--- config.mk ---
export PLATFORM = sky130hd
export DESIGN_NAME = flash_id_hold_guard
export DESIGN_NICKNAME = d
export VERILOG_FILES = /design/src/hw/flash_guard_pkg.sv /design/src/hw/flash_id_hold_guard.sv
export VERILOG_INCLUDE_DIRS = /design/src /design/src/hw
export SDC_FILE = /design/constraint.sdc
export NUM_CORES = 1
export LEC_CHECK = 0
export BUFFER_PORTS_ARGS = -buffer_cell sky130_fd_sc_hd__buf_4
export CAP_MARGIN = 10
export CORE_ASPECT_RATIO = 1.5
export CORE_UTILIZATION = 60
export CTS_CLUSTER_DIAMETER = 150
export DETAILED_ROUTE_END_ITERATION = 6
export PLACE_DENSITY_LB_ADDON = 0.08
export SYNTH_ARGS = -nofsm -noshare
export SYNTH_HDL_FRONTEND = slang
export SYNTH_SLANG_ARGS = --single-unit
--- constraint.sdc ---
create_clock -name clk_sys -period 2.9 [get_ports clk_sys]
set_input_delay 0.29 -clock clk_sys [delete_from_list [all_inputs] [get_ports clk_sys]]
set_output_delay 0.29 -clock clk_sys [all_outputs]
set_load 0.05 [all_outputs]
--- src/hw/flash_guard_regs.svh ---
`ifndef FLASH_GUARD_REGS_SVH
`define FLASH_GUARD_REGS_SVH

// command opcodes
`define OP_ID_JEDEC   8'h9f
`define OP_ID_LEGACY  8'hab
`define OP_WREN       8'h06
`define OP_WRDI       8'h04
`define OP_PDOWN      8'hb9
`define OP_SSE_A      8'hd7
`define OP_SSE_B      8'h20
`define OP_SE         8'hd8
`define OP_CE         8'hc7
`define OP_PP         8'h02
`define OP_WRSR       8'h01
`define OP_RDSR       8'h05

// byte count before legacy id data (opcode + 3)
`define LEGACY_HDR_BYTES 4'h4
// status write: opcode + 1 data byte allowed
`define WRSR_MAX_BYTES   4'h2
// page program: opcode + 3 address bytes before data
`define PP_HDR_BYTES     4'h4

// power-up read / write waits
`define T_PU_READ_US     100
`define T_PU_WRITE_MS    10
`define CLK_MHZ          50

// internal write busy time in cycles (arbitrary model length)
`define BUSY_CYCLES      16'h0400

`endif

--- src/hw/flash_guard_pkg.sv ---
package flash_guard_pkg;
  typedef enum logic [1:0] {
    ST_CMD,
    ST_LEGACY,
    ST_IDOUT,
    ST_DISCARD
  } cmd_state_e;

  typedef enum logic [2:0] {
    WK_NONE,
    WK_ERASE,
    WK_PROG,
    WK_WRSR,
    WK_OTHER
  } wr_kind_e;

  typedef struct packed {
    logic [7:0] mfr;
    logic [7:0] dev;
  } id_pair_s;
endpackage

--- src/hw/flash_id_hold_guard.sv ---
`timescale 1ns/10ps
`default_nettype none
`include "flash_guard_regs.svh"

module flash_id_hold_guard
  import flash_guard_pkg::*;
#(
  parameter logic [7:0] MFR_CODE   = 8'h5a, // arbitrary value
  parameter logic [7:0] DEV_CODE   = 8'ha5, // arbitrary value
  parameter int         PU_WR_CYC  = `T_PU_WRITE_MS * 1000 * `CLK_MHZ
) (
  input  wire logic clk_sys,
  input  wire logic rst_n,
  input  wire logic cs_n,
  input  wire logic sck,
  input  wire logic si,
  input  wire logic suspend_n,
  output var  logic so_o,
  output var  logic so_oe,
  output var  logic wren_latch,
  output var  logic busy,
  output var  logic power_down,
  output var  logic suspended
);

  localparam id_pair_s IDS = '{mfr: MFR_CODE, dev: DEV_CODE};

  // two-flop synchronisers for cs_n, sck, si and suspend_n (rst_n is not synchronised)
  logic [3:0] s1_q;
  logic [3:0] s2_q;
  logic [3:0] s3_q;
  always_ff @(posedge clk_sys) begin
    s1_q <= {cs_n, sck, si, suspend_n};
    s2_q <= s1_q;
    s3_q <= s2_q;
  end

  logic cs_n_s;
  logic sck_s;
  logic si_s;
  logic sus_s;
  assign cs_n_s = s2_q[3];
  assign sck_s  = s2_q[2];
  assign si_s   = s2_q[1];
  assign sus_s  = s2_q[0];
  logic sck_rise;
  logic sck_fall;
  logic cs_rise;
  logic sus_fall;
  logic sus_rise;
  assign sck_rise = sck_s & ~s3_q[2];
  assign sck_fall = ~sck_s & s3_q[2];
  assign cs_rise  = cs_n_s & ~s3_q[3];
  assign sus_fall = ~sus_s & s3_q[0];
  assign sus_rise = sus_s & ~s3_q[0];

  function automatic logic is_write_op(input logic [7:0] op);
    return op == `OP_SSE_A || op == `OP_SSE_B || op == `OP_SE || op == `OP_CE ||
           op == `OP_PP || op == `OP_WRSR;
  endfunction

  cmd_state_e  st_q, st_d;
  logic [2:0]  bit_q, bit_d;
  logic [3:0]  bytes_q, bytes_d;
  logic [7:0]  sh_q, sh_d;
  logic [7:0]  op_q, op_d;
  logic [7:0]  tx_q, tx_d;
  logic        sel_q, sel_d;
  logic        so_q, so_d;
  logic        oe_q, oe_d;
  logic        sus_q, sus_d;
  logic        wen_q, wen_d;
  logic        pd_q, pd_d;
  logic [15:0] busy_q, busy_d;
  logic        busy_flag_q, busy_flag_d;
  logic        pu_ok_q, pu_ok_d;
  logic [31:0] pu_cnt_q, pu_cnt_d;

  logic [7:0] byte_in;
  logic       byte_done;
  logic       active;
  assign byte_in   = {sh_q[6:0], si_s};
  assign active    = ~cs_n_s & ~sus_q;
  assign byte_done = active & sck_rise & (bit_q == 3'h7);

  always_comb begin
    st_d     = st_q;
    bit_d    = bit_q;
    bytes_d  = bytes_q;
    sh_d     = sh_q;
    op_d     = op_q;
    tx_d     = tx_q;
    sel_d    = sel_q;
    so_d     = so_q;
    oe_d     = oe_q;
    sus_d    = sus_q;
    wen_d    = wen_q;
    pd_d     = pd_q;
    busy_d   = (busy_q != 16'h0000) ? busy_q - 16'h0001 : busy_q;
    pu_ok_d  = pu_ok_q | (pu_cnt_q >= 32'(PU_WR_CYC));
    pu_cnt_d = pu_ok_q ? pu_cnt_q : pu_cnt_q + 32'h1;
    if (~cs_n_s && sus_fall && !sck_s) begin
      sus_d = 1'b1;
      oe_d  = 1'b0;
    end else if (sus_rise) begin
      sus_d = 1'b0;
      if (sus_q && ~cs_n_s && st_q == ST_IDOUT) begin
        oe_d = 1'b1;
      end
    end
    if (active && sck_rise) begin
      sh_d  = byte_in;
      bit_d = bit_q + 3'h1;
    end
    if (byte_done) begin
      if (bytes_q != 4'hf) begin
        bytes_d = bytes_q + 4'h1;
      end
      if (bytes_q == 4'h0) begin
        op_d = byte_in;
        st_d = ST_DISCARD;
        if (byte_in == `OP_ID_LEGACY) begin
          pd_d = 1'b0;
        end
        if (busy_q != 16'h0000) begin
          st_d = ST_DISCARD;
        end else if (byte_in == `OP_ID_LEGACY) begin
          st_d = ST_LEGACY;
        end else if (pd_q) begin
          st_d = ST_DISCARD;
        end else if (byte_in == `OP_ID_JEDEC) begin
          st_d  = ST_IDOUT;
          sel_d = 1'b0;
        end else begin
          st_d = ST_CMD;
        end
      end else if (st_q == ST_LEGACY && bytes_q == `LEGACY_HDR_BYTES - 4'h1) begin
        sel_d = byte_in[0];
        st_d  = ST_IDOUT;
      end else if (st_q == ST_IDOUT) begin
        sel_d = ~sel_q;
      end
    end
    if (active && sck_fall && st_q == ST_IDOUT) begin
      oe_d = 1'b1;
      if (bit_q == 3'h0) begin
        tx_d = sel_q ? IDS.dev : IDS.mfr;
        so_d = sel_q ? IDS.dev[7] : IDS.mfr[7];
      end else begin
        so_d = tx_q[3'h7 - bit_q];
      end
    end
    if (sus_d) begin
      oe_d = 1'b0;
    end
    if (cs_rise) begin
      if (st_q == ST_CMD && bit_q == 3'h0 && bytes_q != 4'h0 && busy_q == 16'h0000 && !pd_q) begin
        if (op_q == `OP_WREN && bytes_q == 4'h1) begin
          wen_d = 1'b1;
        end else if (op_q == `OP_WRDI && bytes_q == 4'h1) begin
          wen_d = 1'b0;
        end else if (op_q == `OP_PDOWN && bytes_q == 4'h1) begin
          pd_d = 1'b1;
        end else if (is_write_op(op_q) && wen_q && pu_ok_q &&
                     !(op_q == `OP_WRSR && bytes_q > `WRSR_MAX_BYTES) &&
                     !(op_q == `OP_PP && bytes_q <= `PP_HDR_BYTES)) begin
          busy_d = `BUSY_CYCLES;
          wen_d  = 1'b0;
        end
      end
      // cs rise clears suspend and parser
      st_d    = ST_CMD;
      bit_d   = 3'h0;
      bytes_d = 4'h0;
      sus_d   = 1'b0;
      oe_d    = 1'b0;
      so_d    = 1'b0;
    end
    if (cs_n_s) begin
      oe_d = 1'b0;
    end
    busy_flag_d = busy_d != 16'h0000;
  end

  always_ff @(posedge clk_sys) begin
    if (!rst_n) begin
      st_q     <= ST_CMD;
      bit_q    <= 3'h0;
      bytes_q  <= 4'h0;
      sh_q     <= 8'h00;
      op_q     <= 8'h00;
      tx_q     <= 8'h00;
      sel_q    <= 1'b0;
      so_q     <= 1'b0;
      oe_q     <= 1'b0;
      sus_q    <= 1'b0;
      wen_q    <= 1'b0;
      pd_q     <= 1'b0;
      busy_q   <= 16'h0000;
      busy_flag_q <= 1'b0;
      pu_ok_q  <= 1'b0;
      pu_cnt_q <= 32'h0;
    end else begin
      st_q     <= st_d;
      bit_q    <= bit_d;
      bytes_q  <= bytes_d;
      sh_q     <= sh_d;
      op_q     <= op_d;
      tx_q     <= tx_d;
      sel_q    <= sel_d;
      so_q     <= so_d;
      oe_q     <= oe_d;
      sus_q    <= sus_d;
      wen_q    <= wen_d;
      pd_q     <= pd_d;
      busy_q   <= busy_d;
      busy_flag_q <= busy_flag_d;
      pu_ok_q  <= pu_ok_d;
      pu_cnt_q <= pu_cnt_d;
    end
  end

  assign so_o       = so_q;
  assign so_oe      = oe_q;
  assign wren_latch = wen_q;
  assign busy       = busy_flag_q;
  assign power_down = pd_q;
  assign suspended  = sus_q;

  chk_suspend_quiet: assert property (@(posedge clk_sys) disable iff (!rst_n)
    sus_q |-> !oe_q) else $error("so driven while suspended");
  chk_cs_reset: assert property (@(posedge clk_sys) disable iff (!rst_n)
    cs_rise |=> (st_q == ST_CMD && bytes_q == 4'h0 && !sus_q)) else $error("cs rise no reset");
  chk_busy_noid: assert property (@(posedge clk_sys) disable iff (!rst_n)
    (byte_done && bytes_q == 4'h0 && busy_q != 16'h0000) |=> st_q == ST_DISCARD)
    else $error("id accepted while busy");
  chk_jedec_start: assert property (@(posedge clk_sys) disable iff (!rst_n)
    (byte_done && bytes_q == 4'h0 && byte_in == `OP_ID_JEDEC && busy_q == 16'h0000 && !pd_q)
    |=> (st_q == ST_IDOUT && !sel_q)) else $error("9f not mfr first");
  chk_legacy_sel: assert property (@(posedge clk_sys) disable iff (!rst_n)
    (byte_done && st_q == ST_LEGACY && bytes_q == 4'h3) |=> sel_q == $past(si_s))
    else $error("wrong start code");
  chk_alternate: assert property (@(posedge clk_sys) disable iff (!rst_n)
    (byte_done && st_q == ST_IDOUT) |=> sel_q != $past(sel_q)) else $error("no alternation");
  chk_wen_keep: assert property (@(posedge clk_sys) disable iff (!rst_n)
    (cs_rise && bit_q != 3'h0) |=> $stable(wen_q)) else $error("latch changed");
  chk_wrsr_reject: assert property (@(posedge clk_sys) disable iff (!rst_n)
    (cs_rise && op_q == `OP_WRSR && bytes_q > `WRSR_MAX_BYTES && busy_q == 16'h0000)
    |=> busy_q == 16'h0000) else $error("long wrsr accepted");
  chk_offbyte_drop: assert property (@(posedge clk_sys) disable iff (!rst_n)
    (cs_rise && bit_q != 3'h0 && busy_q == 16'h0000)
    |=> busy_q == 16'h0000) else $error("off-byte write accepted");
  chk_pp_nodata: assert property (@(posedge clk_sys) disable iff (!rst_n)
    (cs_rise && op_q == `OP_PP && bytes_q <= `PP_HDR_BYTES && busy_q == 16'h0000)
    |=> busy_q == 16'h0000) else $error("empty program accepted");
  chk_abh_wake: assert property (@(posedge clk_sys) disable iff (!rst_n)
    (byte_done && bytes_q == 4'h0 && byte_in == `OP_ID_LEGACY) |=> !pd_q) else $error("no wake");

endmodule

`default_nettype wire

==> metrics.csv, run 1 <==
stage,metric,value,unit
outcome,status,completed,
synth,"area leader, netlist",dfxtp_1,
worst_setup_path,Worst Setup End Kind,register,
sta,Rel. slew slack,0.600,
clock_tree,TritonCTS buffer count,9,
sta,setup violators final,0,
worst_setup_path,Worst Path Required,3170,ps
grt,GRT Total Usage,0.244,
run,max cap viols,0,
clock_tree,cells resized by post-CTS repair,0,
grt,global-route wire length before repair,14.8,mm
sta,fmax,0.395,GHz
die,Initial Util,0.618,
synth,ys flop type,dfxtp_1,
drt,Iter 0 DRT Violations,164,
pwr,Leak Pwr,1.78,nW
drt,Metal-1 WL,3.63,mm
synth,"Net Count, Synth",519,
drt,vias post-DR,3568,
placed_design,dpl ws,381,ps
grt,GRT Residual Overflow,0,
drt,top layer in use,met4,
clock_tree,CTS tree,done,
sta,"Hold Vio Cnt, Final",0,
synth,synth top area cells,"dfxtp_1 42%, xnor2_1 5.1%, nand2_1 4.5%",
synth,Async SR Flop Fraction,0,
sta,skew final,11.5,ps
die,die area,7800,um2
clock_tree,"Clk Latency, worst-skew pair",370,ps
die,die width,72.4,um
synth,yosys warns,0,
die,cell row count,38,
layout,FF/Latch Area,1860,um2
worst_setup_path,worst endpoint data arrival time,2800,ps
synth,most frequent cell after synthesis,dfxtp_1,
layout,area delta synth->final,8.74,%
worst_setup_path,highest-delay cell along the critical path,or3b_1,
sta,Max Slew Vio Count,0,
placed_design,Port Buffers,11,
drt,ANT nets after route,0,
clock_tree,CTS Sinks,93,
worst_setup_path,critical path type,register to register,
worst_setup_path,critical-path cell list,inv_1 -> ha_1 -> or3b_1 -> nor3_2 -> and4_2 -> nand2_1 -> o21ai_2 -> buf_4 -> o21ba_1,
sta,Period minus WS final,2530,ps
die,Die Span Y,108,um
worst_setup_path,CP Max Fanout,8,
drt,Initial DRT Pass Iterations,5,
placed_design,final RePlAce weighted congestion,0.855,
sta,RSZ-0062 raised after global routing,false,
drt,DR WL met3,254,um
sta,measured slew at the worst slew-check pin,600,ps
drt,Routed WL,8.69,mm
grt,number of global-route vias before repair,3413,
min_path,worst min path class,primary input to register,
pwr,VDD IR max,377,uV
drt,routed vias/inst,5.77,
drt,Wirelength per Cell,14.1,um
worst_setup_path,Worst setup SP type,register,
placed_design,dpl hpwl,6.15,mm
die,Core ar.,7230,um2
layout,fraction of layout instances using a drive strength above 1,0.0927,
sta,Setup TNS,0,ps
layout,fill count,643,
synth,#FFs+latches synth,93,
drt,DRC Markers,0,
clock_tree,Clock Path Buffers,2,
clock_tree,Worst-path clk slew,90,ps
synth,Yosys cell types,65,
drt,met2 WL,4.62,mm
synth,cells after synthesis,503,
clock_tree,H-Tree Depth,3,
worst_setup_path,"slowest stage delay, CP",430,ps
synth,Mapped Area,4460,um2
sta,Final WS setup,370,ps
synth,top-area cell type share of the netlist area,0.417,
clock_tree,CTS root buf,clkbuf_8,
sta,Final period util,0.872,
die,Ports,12,
grt,largest net degree at the start of global routing,59,
layout,Diodes inserted,0,
grt,initial antenna violation count,0,
synth,"Avg Cell Area, Syn",8.88,um2
pwr,power density over the cells,549,nW/um2
synth,list of most frequent post-synthesis cells,"93 x dfxtp_1, 53 x nand2_1, 35 x nor2_1, 28 x and2_1, 26 x xnor2_1",
synth,Post-synth EDFFs,0,
synth,register area share after synthesis,0.417,
layout,area of the multi-input gates,2480,um2
layout,final net count,529,
==> logic make-up (layout without fill, tap and decap cells) <==
kind of cell | count (synthesis) | in the layout | share of synthesized area
buffers and inverters | 30 | 45 | 0.0289
XOR/XNOR | 32 | 32 | 0.0628
AND/OR/NAND/NOR | 243 | 243 | 0.311
multiplexers | 16 | 16 | 0.0359
adder cells (fa/ha/maj) | 10 | 10 | 0.0280
flip-flops | 93 | 93 | 0.417
AO/OA/AOI/OAI | 79 | 79 | 0.117
==> flip-flops by register name, indices dropped and copies added (netlist names) <==
register    count
so_o            1
op_q            8
tx_q            2
sel_q           1
s3_q            3
suspended       1
bit_q           3
st_q            2
pu_cnt_q       32
bytes_q         4
s2_q            4
busy            1
power_down      1
so_oe           1
wren_latch      1
s1_q            4
sh_q            7
busy_q         16
pu_ok_q         1
==> placed cells by master, fill, tap and decap left out, drive strengths merged, types with 5 or more instances in the layout <==
cell     n
clkbuf  11
inv     13
o21ai   22
xor2     6
nor4    11
and2    28
nor2b   15
dfxtp   93
nor2    36
or4      5
buf     16
nand3   15
mux2i   16
a21boi  18
or3     11
nand4   20
a21oi   18
ha      10
nand2   53
xnor2   26
nor3    16
==> worst max-delay path: cells and delay by family, from the launching register on <==
kind	cells	cell delay (ps)
AO/OA/AOI/OAI	2	350
AND/OR/NAND/NOR	4	1190
adder cells (fa/ha/maj)	1	240
flip-flops	1	390
buffers and inverters	2	270
==> layout make-up <==
| class | count | share of cell area |
|---|---|---|
| Sequential cell | 93 | 0.384 |
| Multi-Input combinational cell | 380 | 0.511 |
| Clock buffer | 11 | 0.0291 |
| Timing Repair Buffer | 18 | 0.0289 |
| Clock inverter | 5 | 0.0134 |
| Inverter | 11 | 0.00851 |
| Tap cell | 100 | 0.0258 |
==> final timing paths <==
path	cells after the start	slack (ps)	end	start
max	9	370	busy_q[9]	busy_q[0]
min	1	20	s1_q[2]	sck
max reg2reg	9	370	busy_q[9]	busy_q[0]
min reg2reg	0	330	s2_q[1]	s1_q[1]
==> power by group <==
| part | total [W] | leakage, nW | switching, W | internal [W] |
|---|---|---|---|---|
| Sequential | 0.00134 | 0.754 | 0.0000259 | 0.00131 |
| Clock | 0.000899 | 0.105 | 0.000467 | 0.000432 |
| Combinational | 0.000430 | 0.923 | 0.000241 | 0.000189 |
==> metal layers <==
metal	vias up	track usage
li1	1806	-
met1	1693	0.262
met2	54	0.449
met3	15	0.0515
met4	0	0.101
met5	-	0
==> stage by stage <==
stage	area, um2	power [W]	utilization	std cells	hold slack [ps]
after floorplan	4460	0.00170	-	503	310
after global placement	4630	0.00179	0.640	600	310
after detailed placement	4630	0.00179	0.640	600	312
after CTS	4830	0.00268	0.669	616	8.15
after global routing	4850	0.00280	0.672	618	0.326
final	4850	0.00266	0.672	618	18.6
==> what timing repair did <==
action / in CTS / in global routing
setup buffers: 0 / 0
hold buffers: 0 / 2
endpoints found under the hold margin: 0 / 2
No activity file was read; power rests on OpenSTA's default activity.
==> run 2: changes to the inputs <==
Settings changed: REMOVE_ABC_BUFFERS from default to 1.
==> run 2 against run 1 <==
Against the previous run:
- first-iteration DRC count up 29%
- die area stayed put
- total power down 4.4%
- highest routed layer unchanged
- critical endpoint unchanged
- hold slack improved by 4.3 ps
- routed wire length grew 2.1%
==> metrics.csv, run 2 (synthesized netlist as in run 1, its figures left out) <==
stage,metric,value,unit,change
clock_tree,TritonCTS buffer count,9,,unchanged
clock_tree,H-Tree Depth,3,,unchanged
pwr,Tot Pwr,0.00255,W,-4.4%
layout,fill count,645,,+0.31%
die,Initial Util,0.618,,unchanged
drt,Initial DRT Pass Iterations,4,,-1
sta,Period minus WS final,2510,ps,-17.4 ps
pwr,Leak Pwr,1.76,nW,-0.96%
layout,Largest Register,pu_cnt_q,,
worst_setup_path,Worst Setup End Kind,register,,
die,Die Span Y,108,um,unchanged
layout,final net count,529,,unchanged
layout,area of the multi-input gates,2470,um2,-0.25%
sta,Final WS setup,388,ps,+17.4 ps
placed_design,dpl ws,433,ps,+52.6 ps
clock_tree,CTS tree,done,,
sta,measured slew at the worst slew-check pin,589,ps,-10.8 ps
drt,vias post-DR,3510,,-1.6%
sta,skew final,15.5,ps,+4.01 ps
layout,FF/Latch Area,1860,um2,unchanged
worst_setup_path,Worst setup SP type,register,,
drt,routed vias/inst,5.68,,-1.6%
worst_setup_path,critical path type,register to register,,
die,cell row count,38,,unchanged
drt,Routed WL,8.88,mm,+2.1%
drt,Iter 0 DRT Violations,212,,+29%
layout,Diodes inserted,0,,unchanged
layout,max reg flops,32,,unchanged
worst_setup_path,Worst Path Required,3170,ps,about the same
layout,most frequent cells in the layout,"93 x dfxtp_1, 53 x nand2_1, 35 x nor2_1",,
sta,"Hold Vio Cnt, Final",0,,unchanged
clock_tree,Clock Path Buffers,2,,unchanged
die,die width,72.4,um,unchanged
layout,Finished Cell Area,4820,um2,-0.70%
clock_tree,"Setup Fix Bufs, Post-CTS",0,,unchanged
placed_design,DP Area,4610,um2,-0.30%
clock_tree,"Clk Latency, worst-skew pair",370,ps,about the same
grt,initial antenna violation count,0,,unchanged
placed_design,Port Buffers,11,,unchanged
run,max cap viols,0,,unchanged
die,Core ar.,7230,um2,unchanged
grt,GRT Total Usage,0.245,,+0.00177
sta,Setup TNS,0,ps,unchanged
worst_setup_path,worst endpoint data arrival time,2780,ps,-20 ps
min_path,worst min path class,primary input to register,,
worst_setup_path,CP Max Fanout,8,,unchanged
layout,fin util,0.667,,-0.00467
placed_design,final RePlAce weighted congestion,0.911,,+6.6%
sta,Rel. slew slack,0.607,,+0.00723
layout,Top Registers,"pu_cnt_q (32), busy_q (16), op_q (8)",,
outcome,status,completed,,
clock_tree,Worst-path clk slew,90,ps,about the same
grt,grt met3 use,0.0478,,-0.00375
layout,fraction of layout instances using a drive strength above 1,0.0888,,-0.00386
die,die area,7800,um2,unchanged
pwr,VDD IR max,403,uV,+6.9%
grt,global-route wire length before repair,14.9,mm,+0.65%
clock_tree,CTS root buf,clkbuf_8,,
sta,RSZ-0062 raised after global routing,false,,
grt,GRT Residual Overflow,0,,unchanged
grt,GR peak layer,met2,,
grt,met2 Use GR,0.445,,-0.00401
grt,met1 track demand over resource,0.275,,+0.0124
drt,DRC Markers,0,,unchanged
pwr,power density over the cells,528,nW/um2,-3.7%
sta,Final period util,0.866,,-0.00600
drt,Wirelength per Cell,14.4,um,+2.1%
drt,ANT nets after route,0,,unchanged
grt,number of global-route vias before repair,3338,,-2.2%
grt,largest net degree at the start of global routing,59,,unchanged
placed_design,dpl hpwl,6.37,mm,+3.6%
layout,"commonest non-fill, non-tap cell in the layout",dfxtp_1,,
sta,Max Slew Vio Count,0,,unchanged
layout,area delta synth->final,7.99,%,
die,Ports,12,,unchanged
sta,setup violators final,0,,unchanged
sta,fmax,0.398,GHz,+0.69%
clock_tree,CTS Sinks,93,,unchanged
[run 2: cell type report]
cell class | count | share of cell area
multi-input cells | 380 | 0.513
flip-flops and latches | 93 | 0.386
well taps | 100 | 0.0260
clock inverters | 5 | 0.00727
repair buffers | 18 | 0.0296
inverters | 11 | 0.00856
clock buffers | 11 | 0.0293
[run 2: worst paths after layout]
kind | to | depth (start not counted) | slack, ps | startpoint
max | busy_q[9] | 9 | 390 | busy_q[0]
min | s1_q[0] | 1 | 20 | suspend_n
max reg2reg | busy_q[9] | 9 | 390 | busy_q[0]
min reg2reg | s2_q[1] | 0 | 330 | s1_q[1]
[run 2: metrics by stage]
stage                     hold slack, ps  cells
after floorplan                      310    484
after global placement               310    599
after detailed placement             314    599
after CTS                           5.69    615
after global routing                2.57    618
final                               22.9    618
[run 2: timing repair]
action | CTS | global route
hold buffers | 0 | 3
gates resized for setup | 0 | 0
hold endpoints to repair | 0 | 3
[run 2: where the power goes]
part / internal (W) / switching (W) / total [W]
clock: 0.000337 / 0.000451 / 0.000788
sequential: 0.00131 / 0.0000259 / 0.00133
combinational: 0.000189 / 0.000235 / 0.000424
[run 2: worst max-delay path, cell delays in order, from the launching register on]
cell,delay [ps]
dfxtp_1,400
inv_1,90
ha_1,230
or3b_1,440
nor3_2,330
and4_2,330
nand2_1,100
o21ai_2,190
buf_4,170
o21ba_1,140
[run 2: layer usage]
metal | vias up | share of wire
met3 | 15 | 0.024
met4 | 0 | 0.019
met1 | 1643 | 0.42
li1 | 1800 | -
met5 | - | 0
met2 | 52 | 0.54
